## src/hdl/ext_irq_pkg.sv

```systemverilog
// How it works
// - Software trap is taken regardless of mask; vector 0x0ffc/0x0ffd.
// - Pending hardware request is serviced before the software trap.
// - Interrupt mask blocks every hardware request; clearing it releases them.
// - Edge mode: pin falling edge, or port rising edge, sets latch.
// - Level mode: pin low or port high also asserts the request.
// - External flag starts a sequence only with main enable; vector 0x0ffa.
// - Vector fetch clears external latch only when second enable is clear.
// - Main acknowledge clears external latch; levels must also be inactive.
// - Active flag with main enable keeps re-entering the external sequence.
// - Enabled dedicated pin falling edge sets second latch; shared vector.
// - Second flag is cleared only by its acknowledge or reset.
// - Second flag with its enable keeps re-entering the sequence.
// - Control/status register at index 0x0a; unused bits read zero.
// - Reset clears both flags and second enable, sets main enable.
// - Acknowledge bits read zero; writing zero leaves latches unchanged.
// - Writes to flag positions do not change the flags.
// - Stop or wait sets main enable, leaves second enable alone.
// - Port pins are ORed with the pin and gated by main enable.
// - Branch-on-pin tests only the interrupt pin, not the OR result.
// - Port pins raise requests whatever their direction.
// - Timer overflow and real-time share vector 0x0ff8; masked by mask.
// - Higher vector wins among hardware requests (0x0ffa over 0x0ff8); the software trap waits for any hardware request.
// - Finish instruction, stack, set mask, then fetch vector.
package ext_irq_pkg;

  // ************************************************************
  // Register map
  // ************************************************************
  localparam logic [7:0]  CTRL_STATUS_INDEX = 8'h0a;
  localparam logic [11:0] CTRL_STATUS_ADDR  = {2'h0, CTRL_STATUS_INDEX, 2'h0};
  localparam int          BIT_MAIN_EN       = 7;
  localparam int          BIT_SECOND_EN     = 6;
  localparam int          BIT_MAIN_ACK      = 5;
  localparam int          BIT_SECOND_ACK    = 4;
  localparam int          BIT_MAIN_FLAG     = 3;
  localparam int          BIT_SECOND_FLAG   = 2;
  localparam logic        MAIN_EN_RESET     = 1'h1;
  localparam logic        SECOND_EN_RESET   = 1'h0;

  // ************************************************************
  // Vector addresses
  // ************************************************************
  localparam logic [15:0] VEC_SOFTWARE = 16'h0ffc;
  localparam logic [15:0] VEC_EXTERNAL = 16'h0ffa;
  localparam logic [15:0] VEC_TIMER    = 16'h0ff8;

  // ************************************************************
  // Interrupt sequence states
  // ************************************************************
  typedef enum logic [3:0] {
    SEQ_IDLE  = 4'h1,
    SEQ_STACK = 4'h2,
    SEQ_MASK  = 4'h4,
    SEQ_FETCH = 4'h8
  } seq_state_t;

endpackage

```

## src/hdl/external_interrupt_logic.sv

```systemverilog
`timescale 1ns/100ps
module external_interrupt_logic
(
  // Clock and reset
  input  wire logic        pclk,
  input  wire logic        presetn,
  // APB slave
  input  wire logic        psel,
  input  wire logic        penable,
  input  wire logic        pwrite,
  input  wire logic [11:0] paddr,
  input  wire logic [31:0] pwdata,
  output logic      [31:0] prdata,
  output logic             pready,
  output logic             pslverr,
  // Mask options
  input  wire logic        port_pin_option,
  input  wire logic        level_sense_option,
  // External pins
  input  wire logic        irq_pin_n,
  input  wire logic [3:0]  low_port_pins,
  input  wire logic        dedicated_edge_pin,
  // Timer requests
  input  wire logic        timer_overflow_req,
  input  wire logic        timer_realtime_req,
  // Processor core
  input  wire logic        interrupt_mask,
  input  wire logic        insn_done,
  input  wire logic        software_trap,
  input  wire logic        stack_done,
  input  wire logic        vector_fetched,
  input  wire logic        stop_or_wait,
  output logic             stack_req,
  output logic             set_mask,
  output logic             vector_valid,
  output logic      [15:0] vector_addr,
  output logic             hw_request,
  output logic             pin_level
);

  // ************************************************************
  // Pin synchronisers and edge detection
  // ************************************************************
  logic       irq_s2;
  logic       irq_prev;
  logic [3:0] port_s2;
  logic [3:0] port_prev;
  logic       ded_s2;
  logic       ded_prev;

  pin_sync
  #(
    .WIDTH (1),
    .IDLE  (1'h1)
  )
  i_irq_sync
  (
    .pclk    (pclk),
    .presetn (presetn),
    .pin     (irq_pin_n),
    .synced  (irq_s2),
    .delayed (irq_prev)
  );

  pin_sync
  #(
    .WIDTH (4),
    .IDLE  (4'h0)
  )
  i_port_sync
  (
    .pclk    (pclk),
    .presetn (presetn),
    .pin     (low_port_pins),
    .synced  (port_s2),
    .delayed (port_prev)
  );

  pin_sync
  #(
    .WIDTH (1),
    .IDLE  (1'h1)
  )
  i_ded_sync
  (
    .pclk    (pclk),
    .presetn (presetn),
    .pin     (dedicated_edge_pin),
    .synced  (ded_s2),
    .delayed (ded_prev)
  );

  wire irq_fall  = irq_prev & ~irq_s2;
  wire port_rise = port_pin_option & (|(port_s2 & ~port_prev));
  wire ded_fall  = ded_prev & ~ded_s2;

  // ************************************************************
  // Register access decode
  // ************************************************************
  logic                    main_en;
  logic                    second_en;
  logic                    main_latch;
  logic                    second_flag;
  ext_irq_pkg::seq_state_t state;

  wire access    = psel & penable;
  wire hit       = paddr == ext_irq_pkg::CTRL_STATUS_ADDR;
  wire wr_stb    = access & pready & pwrite & hit;
  wire main_ack  = wr_stb & pwdata[ext_irq_pkg::BIT_MAIN_ACK];
  wire sec_ack   = wr_stb & pwdata[ext_irq_pkg::BIT_SECOND_ACK];

  // ************************************************************
  // Request flags
  // ************************************************************
  wire edge_set   = irq_fall | port_rise;
  wire level_on   = level_sense_option
                    & (~irq_s2 | (port_pin_option & (|port_s2)));
  wire main_flag  = main_latch | level_on;
  wire ext_vec    = vector_fetched & (state == ext_irq_pkg::SEQ_FETCH)
                    & (vector_addr == ext_irq_pkg::VEC_EXTERNAL);
  wire vec_clear  = ext_vec & ~second_en;
  wire ext_req    = (main_flag & main_en) | (second_flag & second_en);
  wire timer_req  = timer_overflow_req | timer_realtime_req;
  wire any_hw     = (ext_req | timer_req) & ~interrupt_mask;
  wire main_clear = main_ack | vec_clear;
  wire second_set = ded_fall & second_en;

  request_latch i_main_latch
  (
    .pclk      (pclk),
    .presetn   (presetn),
    .set_stb   (edge_set),
    .clear_stb (main_clear),
    .flag      (main_latch)
  );

  request_latch i_second_latch
  (
    .pclk      (pclk),
    .presetn   (presetn),
    .set_stb   (second_set),
    .clear_stb (sec_ack),
    .flag      (second_flag)
  );

  // ************************************************************
  // Enable bits
  // ************************************************************
  always_ff @(posedge pclk or negedge presetn)
  begin
    if (!presetn)
    begin
      main_en   <= ext_irq_pkg::MAIN_EN_RESET;
      second_en <= ext_irq_pkg::SECOND_EN_RESET;
    end
    else
    begin
      if (stop_or_wait)
        main_en <= 1'h1;
      else if (wr_stb)
        main_en <= pwdata[ext_irq_pkg::BIT_MAIN_EN];
      if (wr_stb)
        second_en <= pwdata[ext_irq_pkg::BIT_SECOND_EN];
    end
  end

  // ************************************************************
  // Read data and bus answer
  // ************************************************************
  logic [31:0] read_word;

  always_comb
  begin
    read_word = 32'h0;
    read_word[ext_irq_pkg::BIT_MAIN_EN]     = main_en;
    read_word[ext_irq_pkg::BIT_SECOND_EN]   = second_en;
    read_word[ext_irq_pkg::BIT_MAIN_FLAG]   = main_flag;
    read_word[ext_irq_pkg::BIT_SECOND_FLAG] = second_flag;
  end

  always_ff @(posedge pclk or negedge presetn)
  begin
    if (!presetn)
    begin
      pready  <= 1'h0;
      pslverr <= 1'h0;
      prdata  <= 32'h0;
    end
    else
    begin
      pready  <= access & ~pready;
      pslverr <= access & ~pready & ~hit;
      if (access & ~pready & ~pwrite & hit)
        prdata <= read_word;
      else
        prdata <= 32'h0;
    end
  end

  // ************************************************************
  // Interrupt sequence
  // ************************************************************
  logic                    is_swi;
  ext_irq_pkg::seq_state_t next_state;
  logic [15:0]             next_vector;

  // External request has the higher vector, so it wins over the timer
  wire [15:0] hw_vector = ext_req ? ext_irq_pkg::VEC_EXTERNAL
                                  : ext_irq_pkg::VEC_TIMER;

  always_comb
  begin
    next_state  = state;
    next_vector = vector_addr;
    case (state)
      ext_irq_pkg::SEQ_IDLE:
        if (insn_done & (any_hw | software_trap))
          next_state = ext_irq_pkg::SEQ_STACK;
      ext_irq_pkg::SEQ_STACK:
        if (stack_done)
          next_state = ext_irq_pkg::SEQ_MASK;
      ext_irq_pkg::SEQ_MASK:
      begin
        next_state = ext_irq_pkg::SEQ_FETCH;
        if (is_swi)
          next_vector = ext_irq_pkg::VEC_SOFTWARE;
        else
          next_vector = hw_vector;
      end
      ext_irq_pkg::SEQ_FETCH:
        if (vector_fetched)
          next_state = ext_irq_pkg::SEQ_IDLE;
      default:
        next_state = ext_irq_pkg::SEQ_IDLE;
    endcase
  end

  wire in_idle     = state == ext_irq_pkg::SEQ_IDLE;
  wire enter_stack = next_state == ext_irq_pkg::SEQ_STACK;
  wire enter_mask  = next_state == ext_irq_pkg::SEQ_MASK;
  wire enter_fetch = next_state == ext_irq_pkg::SEQ_FETCH;
  // Hardware goes first; the core offers the trap again later
  wire trap_only   = ~any_hw & software_trap;

  always_ff @(posedge pclk or negedge presetn)
  begin
    if (!presetn)
    begin
      state        <= ext_irq_pkg::SEQ_IDLE;
      is_swi       <= 1'h0;
      vector_addr  <= 16'h0;
      stack_req    <= 1'h0;
      set_mask     <= 1'h0;
      vector_valid <= 1'h0;
    end
    else
    begin
      state        <= next_state;
      vector_addr  <= next_vector;
      stack_req    <= enter_stack;
      set_mask     <= enter_mask;
      vector_valid <= enter_fetch;
      if (in_idle)
        is_swi <= trap_only;
    end
  end

  // ************************************************************
  // Core-facing status
  // ************************************************************
  always_ff @(posedge pclk or negedge presetn)
  begin
    if (!presetn)
    begin
      hw_request <= 1'h0;
      pin_level  <= 1'h1;
    end
    else
    begin
      hw_request <= any_hw;
      pin_level  <= irq_s2;
    end
  end

endmodule

// ************************************************************
// Two-stage pin synchroniser with one stage of history
// ************************************************************
module pin_sync
#(
  parameter int               WIDTH = 1,
  parameter logic [WIDTH-1:0] IDLE  = '0
)
(
  // Clock and reset
  input  wire logic             pclk,
  input  wire logic             presetn,
  // Pin and its synchronised copies
  input  wire logic [WIDTH-1:0] pin,
  output logic      [WIDTH-1:0] synced,
  output logic      [WIDTH-1:0] delayed
);

  logic [WIDTH-1:0] stage1;

  // Reset to the pin's idle level so no false edge follows reset
  always_ff @(posedge pclk or negedge presetn)
  begin
    if (!presetn)
    begin
      stage1  <= IDLE;
      synced  <= IDLE;
      delayed <= IDLE;
    end
    else
    begin
      stage1  <= pin;
      synced  <= stage1;
      delayed <= synced;
    end
  end

endmodule

// ************************************************************
// Request latch: a set in the same cycle as a clear wins
// ************************************************************
module request_latch
(
  // Clock and reset
  input  wire logic pclk,
  input  wire logic presetn,
  // Set and clear strobes
  input  wire logic set_stb,
  input  wire logic clear_stb,
  // Latched request
  output logic      flag
);

  always_ff @(posedge pclk or negedge presetn)
  begin
    if (!presetn)
      flag <= 1'h0;
    else if (set_stb)
      flag <= 1'h1;
    else if (clear_stb)
      flag <= 1'h0;
  end

endmodule

```

## config.mk

```make
export PLATFORM = sky130hd
export DESIGN_NAME = external_interrupt_logic
export DESIGN_NICKNAME = d
export VERILOG_FILES = /design/src/hdl/ext_irq_pkg.sv /design/src/hdl/external_interrupt_logic.sv
export SDC_FILE = /design/constraint.sdc
export NUM_CORES = 1
export LEC_CHECK = 0
export BUFFER_PORTS_ARGS = -buffer_cell sky130_fd_sc_hd__buf_4
export CORE_ASPECT_RATIO = 1.1
export CORE_MARGIN = 3
export CORE_UTILIZATION = 45
export DETAILED_ROUTE_END_ITERATION = 16
export PLACE_DENSITY = 0.85
export SYNTH_ARGS = -nofsm -noshare
export SYNTH_HDL_FRONTEND = slang
export SYNTH_SLANG_ARGS = --single-unit
```

## constraint.sdc

```tcl
create_clock -name pclk -period 3.6 [get_ports pclk]
set_input_delay 0.36 -clock pclk [delete_from_list [all_inputs] [get_ports pclk]]
set_output_delay 0.36 -clock pclk [all_outputs]
set_load 0.03 [all_outputs]
```

==> out/metrics.yaml, run 1 <==
status:
  status: "complete, no violations"
synth:
  synth_compound_area_frac: 0.0999
  synth_top_family_by_area: "buffers and inverters"
  syn_area_um2: 1840
  synth_adder_area_share: 0
  yosysSeqAreaShare: 0.549
  syn_area_per_cell_um2: 11.7
  syn_inst: 157
  yosys-top-cells-area: "dfrtp_1, buf_4, dfstp_2, inv_1, nand2_1"
  synth.distinct_cells: 39
  synthSimpleGateAreaFrac: 0.149
  ys_seq_elements: 40
  synth_xor_area_frac: 0
  ys.warnings.count: 0
  synth.largest_area_cell: "dfrtp_1"
  synth_top_area_share: 0.435
  muxShareOfSynthArea: 0.0122
worst_setup_path:
  crit_fanout: 4
  crit_chain: "and3b_1, a221oi_4, a31oi_1, o31ai_2"
  cp-end-kind: "flip-flop"
  worstPathArrival_ns: 1.70
  crit_type: "flip-flop to flip-flop"
  rr_worst_depth: 4
  startpoint_type: "flip-flop"
  cp.required_ns: 3.80
  cpPeakStageDelay_ns: 0.56
  critPathSlowestCell: "dfstp_2"
finish:
  final_util: 0.599
  fin_nets: 278
  stdcell_area_um2: 2280
  drive_gt1_frac: 0.383
  area_growth_pct: 23.7
  fin_cells: 264
  antennaDiodeCount: 0
  fillers: 324
detailed_routing:
  vias: 1194
  routed_wirelength_mm: 3.22
  drt-vias-per-instance: 4.52
  drc_errors: 0
  wire_per_inst_um: 12.2
  drtAntennaViolNets: 0
  first_iter_violations: 110
  dr.pass1.iters: 4
power:
  p_int_uw: 873
  power_frac_comb: 0.282
  clockPowerShare: 0.301
  p_per_area_nw_per_um2: 569
  ir_drop_mv: 0.275
  p_leak_nw: 1.14
  pwr-share-seq: 0.417
  p_switching_uw: 422
  switching_share: 0.326
floorplanning:
  die_area_um2: 4890
  die_h_um: 73.1
  rows: 23
  core-area_um2: 3800
  initial_core_util: 0.485
  fp.dieW_um: 67.0
  pin_count: 120
clock_network:
  cts_tree: "yes"
  worstSkewPairLatency_ns: 0.29
  post_cts_buffers: 0
  cts_inserted_buffers: 5
  cts-root-buf: "clkbuf_8"
  clk_pin_slew_ns: 0.08
  cts.sinks: 40
  htreeDepth: 2
  cts_buffer_depth: 2
  postCtsResizedCells: 0
  ctsHoldBuffers: 0
worst_hold_path:
  hp-class: "input pin to asynchronous set/reset pin"
grt:
  grt_overflow_total: 0
  grt_start_max_net_pins: 41
  grt_pass1_vias: 1144
  grt_pass1_wl_mm: 5.18
  grt_usage: 0.144
  antenna_found_initial: 0
sta:
  hold_viol: 0
  slew_viol_final: 0
  rsz0062_at_grt: "false"
  fin_skew_ns: 0.00871
  fin_crit_sh: 0.418
  setup_viol: 0
  fmax_ghz: 0.665
  period_minus_slack_ns: 1.50
  setup_tns_ns: 0
run:
  drv_cap: 0
placed_design:
  portBuffers: 58
  place_inst: 256
  gp_congestion: 0.788
  hpwl_mm: 2.47
  placed_area_um2: 2150
[synthesized netlist by cell type]
library cell and count:
o21ai_1 1, o221ai_1 1, and3b_1 1, nor4bb_1 1, nor3_1 4, and2_1 4, and3_1 2, nor2_1 5
nand3_2 1, nand2b_1 1, o21a_1 1, a211o_1 1, dfstp_2 8, o21ai_0 1, or2_1 1, nor4_2 2
conb_1 1, nor2b_1 2, inv_1 10, nor4b_4 1, a31oi_1 1, mux2_1 2, nor4b_2 1, o21bai_1 1
nor3b_1 1, a221oi_4 1, a211oi_1 2, nand2_1 8, a21o_1 1, o22ai_1 2, buf_4 41, o31ai_2 1
nand4_1 2, nand3b_1 4, dfrtp_1 32, o2bb2ai_1 2, a21oi_1 4, o31ai_1 1, o41ai_2 1
[per-stage QoR]
step           hold WS, ns  total power [mW]  setup WS, ns
3_3_place_gp         0.332             0.907          2.00
4_1_cts             0.0386              1.30          2.09
5_1_grt             0.0511              1.36          2.00
3_5_place_dp         0.340             0.914          1.94
6_report            0.0236              1.29          2.10
2_1_floorplan       0.0644             0.845          2.20
[power by group through the flow]
stage / Clock, mW / Sequential, mW / Combinational (mW)
after CTS: 0.396 / 0.540 / 0.367
after global placement: 0 / 0.545 / 0.362
final: 0.390 / 0.540 / 0.365
after detailed placement: 0 / 0.548 / 0.366
after global routing: 0.421 / 0.546 / 0.393
after floorplan: 0 / 0.578 / 0.266
[worst max-delay path, delay by kind of cell (launching register included)]
| family | cells | cell delay [ns] |
|---|---|---|
| AO/OA/AOI/OAI | 3 | 0.64 |
| AND/OR/NAND/NOR | 1 | 0.20 |
| flip-flops | 1 | 0.56 |
[flip-flops by register name (all words and copies together), names as in the netlist, 3 cells and up]
name / count
vector_addr: 3
i_port_sync.delayed: 4
i_port_sync.stage1: 4
prdata: 4
state: 4
i_port_sync.synced: 4
[cells in the final DEF, fill, tap and decap left out, types with 5 or more instances in the layout]
| master | n |
|---|---|
| buf_4 | 58 |
| clkbuf_8 | 7 |
| conb_1 | 33 |
| dfrtp_1 | 32 |
| dfstp_2 | 8 |
| inv_1 | 10 |
| nand2_1 | 8 |
| nor2_1 | 5 |
[path summary, 6_finish.rpt]
kind / endpoint / startpoint / slack (ns)
max: is_swi / i_irq_sync.synced / 2.10
min: pready / presetn / 0.02
max reg2reg: is_swi / i_irq_sync.synced / 2.10
min reg2reg: i_port_sync.synced[1] / i_port_sync.stage1[1] / 0.35
max in group asynchronous: i_irq_sync.stage1 / presetn / 3.22
min in group pclk: i_ded_sync.stage1 / dedicated_edge_pin / 0.17
[per-layer routing]
| layer | vias up | track usage | share of wire |
|---|---|---|---|
| met3 | 8 | 0.0478 | 0.092 |
| met2 | 57 | 0.243 | 0.53 |
| met4 | 0 | 0.0721 | 0.020 |
| met1 | 561 | 0.160 | 0.36 |
| met5 | - | 0 | 0 |
| li1 | 568 | - | - |
[kinds of logic after synthesis]
family	count (synthesis)
AND/OR/NAND/NOR	41
multiplexers	2
AO/OA/AOI/OAI	22
buffers and inverters	51
flip-flops	40
other	1
[area by class of cell]
cell class	instances	area, µm²	area share
inverters	10	37.5	0.0165
repair buffers	58	435	0.191
flip-flops and latches	40	1010	0.444
well taps	50	62.6	0.0275
clock buffers	7	96.3	0.0423
clock inverters	1	30.0	0.0132
multi-input cells	98	604	0.265
No activity file was read; power rests on OpenSTA's default activity.
==> run 2, diff against run 1 <==
--- a/config.mk
+++ b/config.mk
@@ -8,9 +8,9 @@
 export BUFFER_PORTS_ARGS = -buffer_cell sky130_fd_sc_hd__buf_4
 export CORE_ASPECT_RATIO = 1.1
 export CORE_MARGIN = 3
-export CORE_UTILIZATION = 45
+export CORE_UTILIZATION = 42
 export DETAILED_ROUTE_END_ITERATION = 16
-export PLACE_DENSITY = 0.85
+export PLACE_DENSITY = 0.8
 export SYNTH_ARGS = -nofsm -noshare
 export SYNTH_HDL_FRONTEND = slang
 export SYNTH_SLANG_ARGS = --single-unit
==> constraint.sdc (replaced) <==
create_clock -name pclk -period 1.48 [get_ports pclk]
set_input_delay 0.148 -clock pclk [delete_from_list [all_inputs] [get_ports pclk]]
set_output_delay 0.148 -clock pclk [all_outputs]
set_load 0.03 [all_outputs]
==> run 2 against run 1 <==
  * Cell area is 3.9% higher
  * Non-clock buffer count is 10 higher
  * Clock skew is 0.0054 ns lower
  * Die area is 6.5% higher
  * Sequential share of layout area is 1.7 points lower
  * Total power is 140% higher
  * Largest cell class unchanged
  * Largest power group unchanged
  * Highest routed layer unchanged
==> out/metrics.yaml, run 2 (synthesis results as in run 1) <==
clock_network:
  cts_inserted_buffers: 5
  htreeDepth: 2
  cts-root-buf: "clkbuf_8"
  clk_pin_slew_ns: 0.08
  worstSkewPairLatency_ns: 0.29
  cts_buffer_depth: 2
  cts_tree: "yes"
  cts.sinks: 40
placed_design:
  hpwl_mm: 2.54
  placed_area_um2: 2170
  gp_congestion: 0.794
  portBuffers: 58
sta:
  fin_hold_ws_ns: 0.0348
  fin_crit_sh: 0.973
  fmax_ghz: 0.695
  rsz0062_at_grt: "true"
  period_minus_slack_ns: 1.44
  slew_viol_final: 0
  hold_viol: 0
  setup_viol: 0
  fin_skew_ns: 0.00327
grt:
  grt_usage: 0.129
  grt_overflow_total: 0
  antenna_found_initial: 0
  grt_pass1_wl_mm: 5.20
  grt_pass1_vias: 1175
  grt_start_max_net_pins: 41
worst_setup_path:
  cp.required_ns: 1.72
  crit_chain: "nand2_1, or2_1, buf_4, a211oi_1, a21o_1"
  rr_worst_depth: 5
  crit_fanout: 5
  cp-end-kind: "flip-flop"
  startpoint_type: "flip-flop"
  worstPathArrival_ns: 1.68
  cpPeakStageDelay_ns: 0.59
  critPathSlowestCell: "dfstp_2"
  crit_type: "flip-flop to flip-flop"
detailed_routing:
  drc_errors: 0
  drtAntennaViolNets: 0
  routed_wirelength_mm: 3.31
  wire_per_inst_um: 12.0
  first_iter_violations: 43
  dr.pass1.iters: 4
  vias: 1233
  drt-vias-per-instance: 4.47
power:
  p_switching_mw: 1.07
  switching_share: 0.341
  p_int_mw: 2.07
  p_leak_nw: 1.17
  power_frac_comb: 0.306
  clockPowerShare: 0.284
  ir_drop_mv: 0.963
  p_per_area_nw_per_um2: 1330
  pwr-share-seq: 0.410
status:
  status: "complete, no violations"
worst_hold_path:
  hp-class: "input pin to flip-flop"
  whs_path_depth: 2
finish:
  fillers: 359
  drive_gt1_frac: 0.384
  stdcell_area_um2: 2370
  final_cell_mix: "buf_4, conb_1, dfrtp_1"
  final_common_cell: "buf_4"
  fin_nets: 288
  antennaDiodeCount: 0
  area_growth_pct: 28.6
floorplanning:
  rows: 24
  die_h_um: 75.4
  fp.dieW_um: 69.1
  pin_count: 120
  core-area_um2: 4080
  die_area_um2: 5210
  initial_core_util: 0.451
run:
  drv_cap: 0
run 2: cell types whose count changed in the layout (fill, tap and decap cells not counted):
cell	change
clkinvlp_4	+1
inv_6	+1
a211oi_2	+1
dlygate4sd3_1	+7
clkbuf_8	-2
buf_4	+3
a211oi_1	-1
run 2: path summary, 6_finish.rpt:
kind                            slack, ns             startpoint                    end
worst min-delay path                 0.03             stack_done               state[1]
worst max-delay path                 0.04                main_en         vector_addr[1]
min in group asynchronous            0.36                presetn               state[1]
max in group asynchronous            0.77                presetn                main_en
worst min register to register       0.35  i_port_sync.stage1[0]  i_port_sync.synced[0]
worst max register to register       0.04                main_en         vector_addr[1]
run 2: cell type report:
cell class,instances,area (µm²),share of cell area
sequential,40,1010,0.427
multi-input combinational,98,609,0.258
timing repair buffer,68,528,0.223
clock buffer,5,68.8,0.0291
tap,52,65.1,0.0275
clock inverter,3,46.3,0.0196
inverter,10,37.5,0.0159
run 2: per-layer routing:
| metal | part of all wire | wire (µm) | vias up | GRT usage |
|---|---|---|---|---|
| met2 | 0.49 | 1620 | 67 | 0.219 |
| met4 | 0.026 | 85 | 0 | 0.0694 |
| li1 | - | - | 592 | - |
| met5 | 0 | 0 | - | 0 |
| met1 | 0.39 | 1300 | 565 | 0.146 |
| met3 | 0.092 | 303 | 9 | 0.0435 |
run 2: per-stage QoR:
stage          TNS (ns)  power, mW  cells  setup WS, ns  utilization
3_5_place_dp          0       2.25    260        0.0314        0.531
4_1_cts               0       3.17    275        0.0162        0.576
3_3_place_gp          0       2.23    260        0.0573        0.531
5_1_grt          -0.192       3.29    276       -0.0510        0.579
2_1_floorplan         0       2.05    189         0.112            -
6_report              0       3.14    276        0.0405        0.579
run 2: repair_timing:
item	CTS	global route
hold buffers	7	0
hold endpoints to repair	38	0
gates resized for setup	0	1
endpoints found under the setup margin	0	4
setup buffers	0	1
run 2: worst max-delay path: cells and delay by family, from the launching register on:
family,cells,cell delay (ns)
AOI/OAI and AO/OA,2,0.32
buffers and inverters,1,0.14
DFF,1,0.59
and+or+nand+nor,2,0.32
run 2: power by group through the flow:
| stage | Combinational [mW] | Sequential (mW) | Clock [mW] |
|---|---|---|---|
| 2_1_floorplan | 0.648 | 1.41 | 0 |
| 3_3_place_gp | 0.925 | 1.30 | 0 |
| 3_5_place_dp | 0.943 | 1.31 | 0 |
| 4_1_cts | 0.960 | 1.29 | 0.925 |
| 5_1_grt | 1.02 | 1.30 | 0.958 |
| 6_report | 0.960 | 1.29 | 0.893 |
==> run 3, diff against run 2 <==
==> constraint.sdc (replaced) <==
create_clock -name pclk -period 1.4 [get_ports pclk]
set_input_delay 0.14 -clock pclk [delete_from_list [all_inputs] [get_ports pclk]]
set_output_delay 0.14 -clock pclk [all_outputs]
set_load 0.03 [all_outputs]
==> run 3 against run 2 <==
  * The run now ends with negative setup slack left
  * Sequential power grew 5%
  * Die area is the same
  * Critical path depth shrank 1
  * Flip-flop and latch count is the same
  * Total power grew 12%
  * Sequential share of layout area shrank 0.96 points
  * Maximum frequency shrank 0.94%
  * Worst setup slack lost 0.094 ns
  * Register-to-register slack lost 0.09 ns
  * Final cell count grew 1.8%
  * Routed wire length grew 2.7%
  * Critical path type unchanged
  * Largest cell class unchanged
  * Highest routed layer unchanged
==> out/metrics.yaml, run 3 (synthesis results as in run 1) <==
status:
  status: "complete, but fails checks"
  violations: "negative setup slack"
floorplanning:
  die_h_um: 75.4
  initial_core_util: 0.451
  fp.dieW_um: 69.1
  die_area_um2: 5210
  pin_count: 120
  core-area_um2: 4080
  rows: 24
placed_design:
  gp_congestion: 0.767
  pre_cts_slack_ns: -0.0403
  place_inst: 265
  portBuffers: 58
  hpwl_mm: 2.66
grt:
  antenna_found_initial: 0
  grt_overflow_total: 0
  grt_usage: 0.138
  grt_start_max_net_pins: 41
  grt_pass1_wl_mm: 5.63
  grt_pass1_vias: 1306
worst_setup_path:
  worstPathArrival_ns: 1.66
  cp.required_ns: 1.60
  crit_fanout: 3
  crit_type: "flip-flop to flip-flop"
  startpoint_type: "flip-flop"
  r2r_start: "i_irq_sync.synced"
  regToRegEndpoint: "is_swi"
  crit_chain: "and3b_1, a221oi_4, a31oi_1, o31ai_2"
  critPathSlowestCell: "dfstp_2"
  regToRegSetupSlack_ns: -0.05
  cpPeakStageDelay_ns: 0.53
  crit_end: "is_swi"
  cp-end-kind: "flip-flop"
  rr_worst_depth: 4
  worstSetupStartpoint: "i_irq_sync.synced"
finish:
  drive_gt1_frac: 0.397
  final_cell_mix: "buf_4, conb_1, dfrtp_1"
  fin_cells: 281
  fin_nets: 293
  antennaDiodeCount: 0
  final_common_cell: "buf_4"
  area_growth_pct: 31.7
detailed_routing:
  drtAntennaViolNets: 0
  first_iter_violations: 80
  routed_wirelength_mm: 3.40
  wire_per_inst_um: 12.1
  drc_errors: 0
  vias: 1283
  drt-vias-per-instance: 4.57
  dr.pass1.iters: 4
clock_network:
  worstSkewPairLatency_ns: 0.29
  cts_inserted_buffers: 5
  cts_tree: "yes"
  cts_buffer_depth: 2
  cts.sinks: 40
  cts-root-buf: "clkbuf_8"
  clk_pin_slew_ns: 0.07
  htreeDepth: 2
sta:
  fin_hold_ws_ns: 0.0340
  setup_ws_ns: -0.0532
  fin_crit_sh: 1.04
  setup_viol: 5
  slew_viol_final: 0
  hold_viol: 0
  rsz0062_at_grt: "true"
  period_minus_slack_ns: 1.45
  fmax_ghz: 0.688
  fin_skew_ns: 0.00694
power:
  p_per_area_nw_per_um2: 1450
  switching_share: 0.317
  pwr-share-seq: 0.386
  p_int_mw: 2.40
  power_frac_comb: 0.303
  clockPowerShare: 0.311
  ir_drop_mv: 0.783
  p_leak_nw: 1.20
  p_switching_mw: 1.11
worst_hold_path:
  hp-class: "input pin to flip-flop"
run:
  drv_cap: 0
## run 3: how the worst min path moves through the flow
stage,startpoint,end,slack [ns],cells after the start
2_1_floorplan,presetn,hw_request,-0.16,0
3_3_place_gp,presetn,prdata[2],0.13,1
3_5_place_dp,presetn,pready,0.14,1
4_1_cts,stack_done,state[1],0.03,2
5_1_grt,stack_done,state[1],0.04,2
6_report,stack_done,state[1],0.03,2
## run 3: cell type report
class	count	area, µm²
well taps	52	65.1
flip-flops and latches	40	1010
inverters	10	37.5
repair buffers	73	566
clock buffers	6	72.6
fillers	350	1660
multi-input cells	98	611
clock inverters	2	60.1
## run 3: critical path, delay by kind of cell (launching register included)
kind	cells	cell delay [ns]
compound gates	3	0.64
flops	1	0.53
simple gates	1	0.20
## run 3: power groups by stage
stage	Sequential (mW)	Clock [mW]	Combinational, mW
floorplan	1.49	0	0.685
global placement	1.37	0	1.03
detailed placement	1.38	0	1.05
CTS	1.36	1.13	1.07
global route	1.38	1.17	1.13
finish	1.36	1.09	1.06
## run 3: per-layer routing
layer  GRT usage  vias up  wire [µm]
met1       0.148      613       1290
met5           0        -          0
met4      0.0499        0         36
li1            -      599          -
met2       0.253       67       1760
met3      0.0501        4        308
## run 3: through the flow
stage,area (µm²),power (mW),util,setup TNS [ns]
after floorplan,1960,2.17,-,0
after global placement,2210,2.40,0.540,-0.0381
after detailed placement,2210,2.42,0.540,-0.115
after CTS,2410,3.55,0.590,-0.166
after global routing,2420,3.68,0.593,-0.495
final,2420,3.51,0.593,-0.155
## run 3: repair_timing
item | CTS | global route
buffers inserted | 0 | 1
hold buffers | 7 | 0
pin swaps | 0 | 5
endpoints found under the hold margin | 38 | 0
gates resized for setup | 0 | 2
setup endpoints to repair | 5 | 7
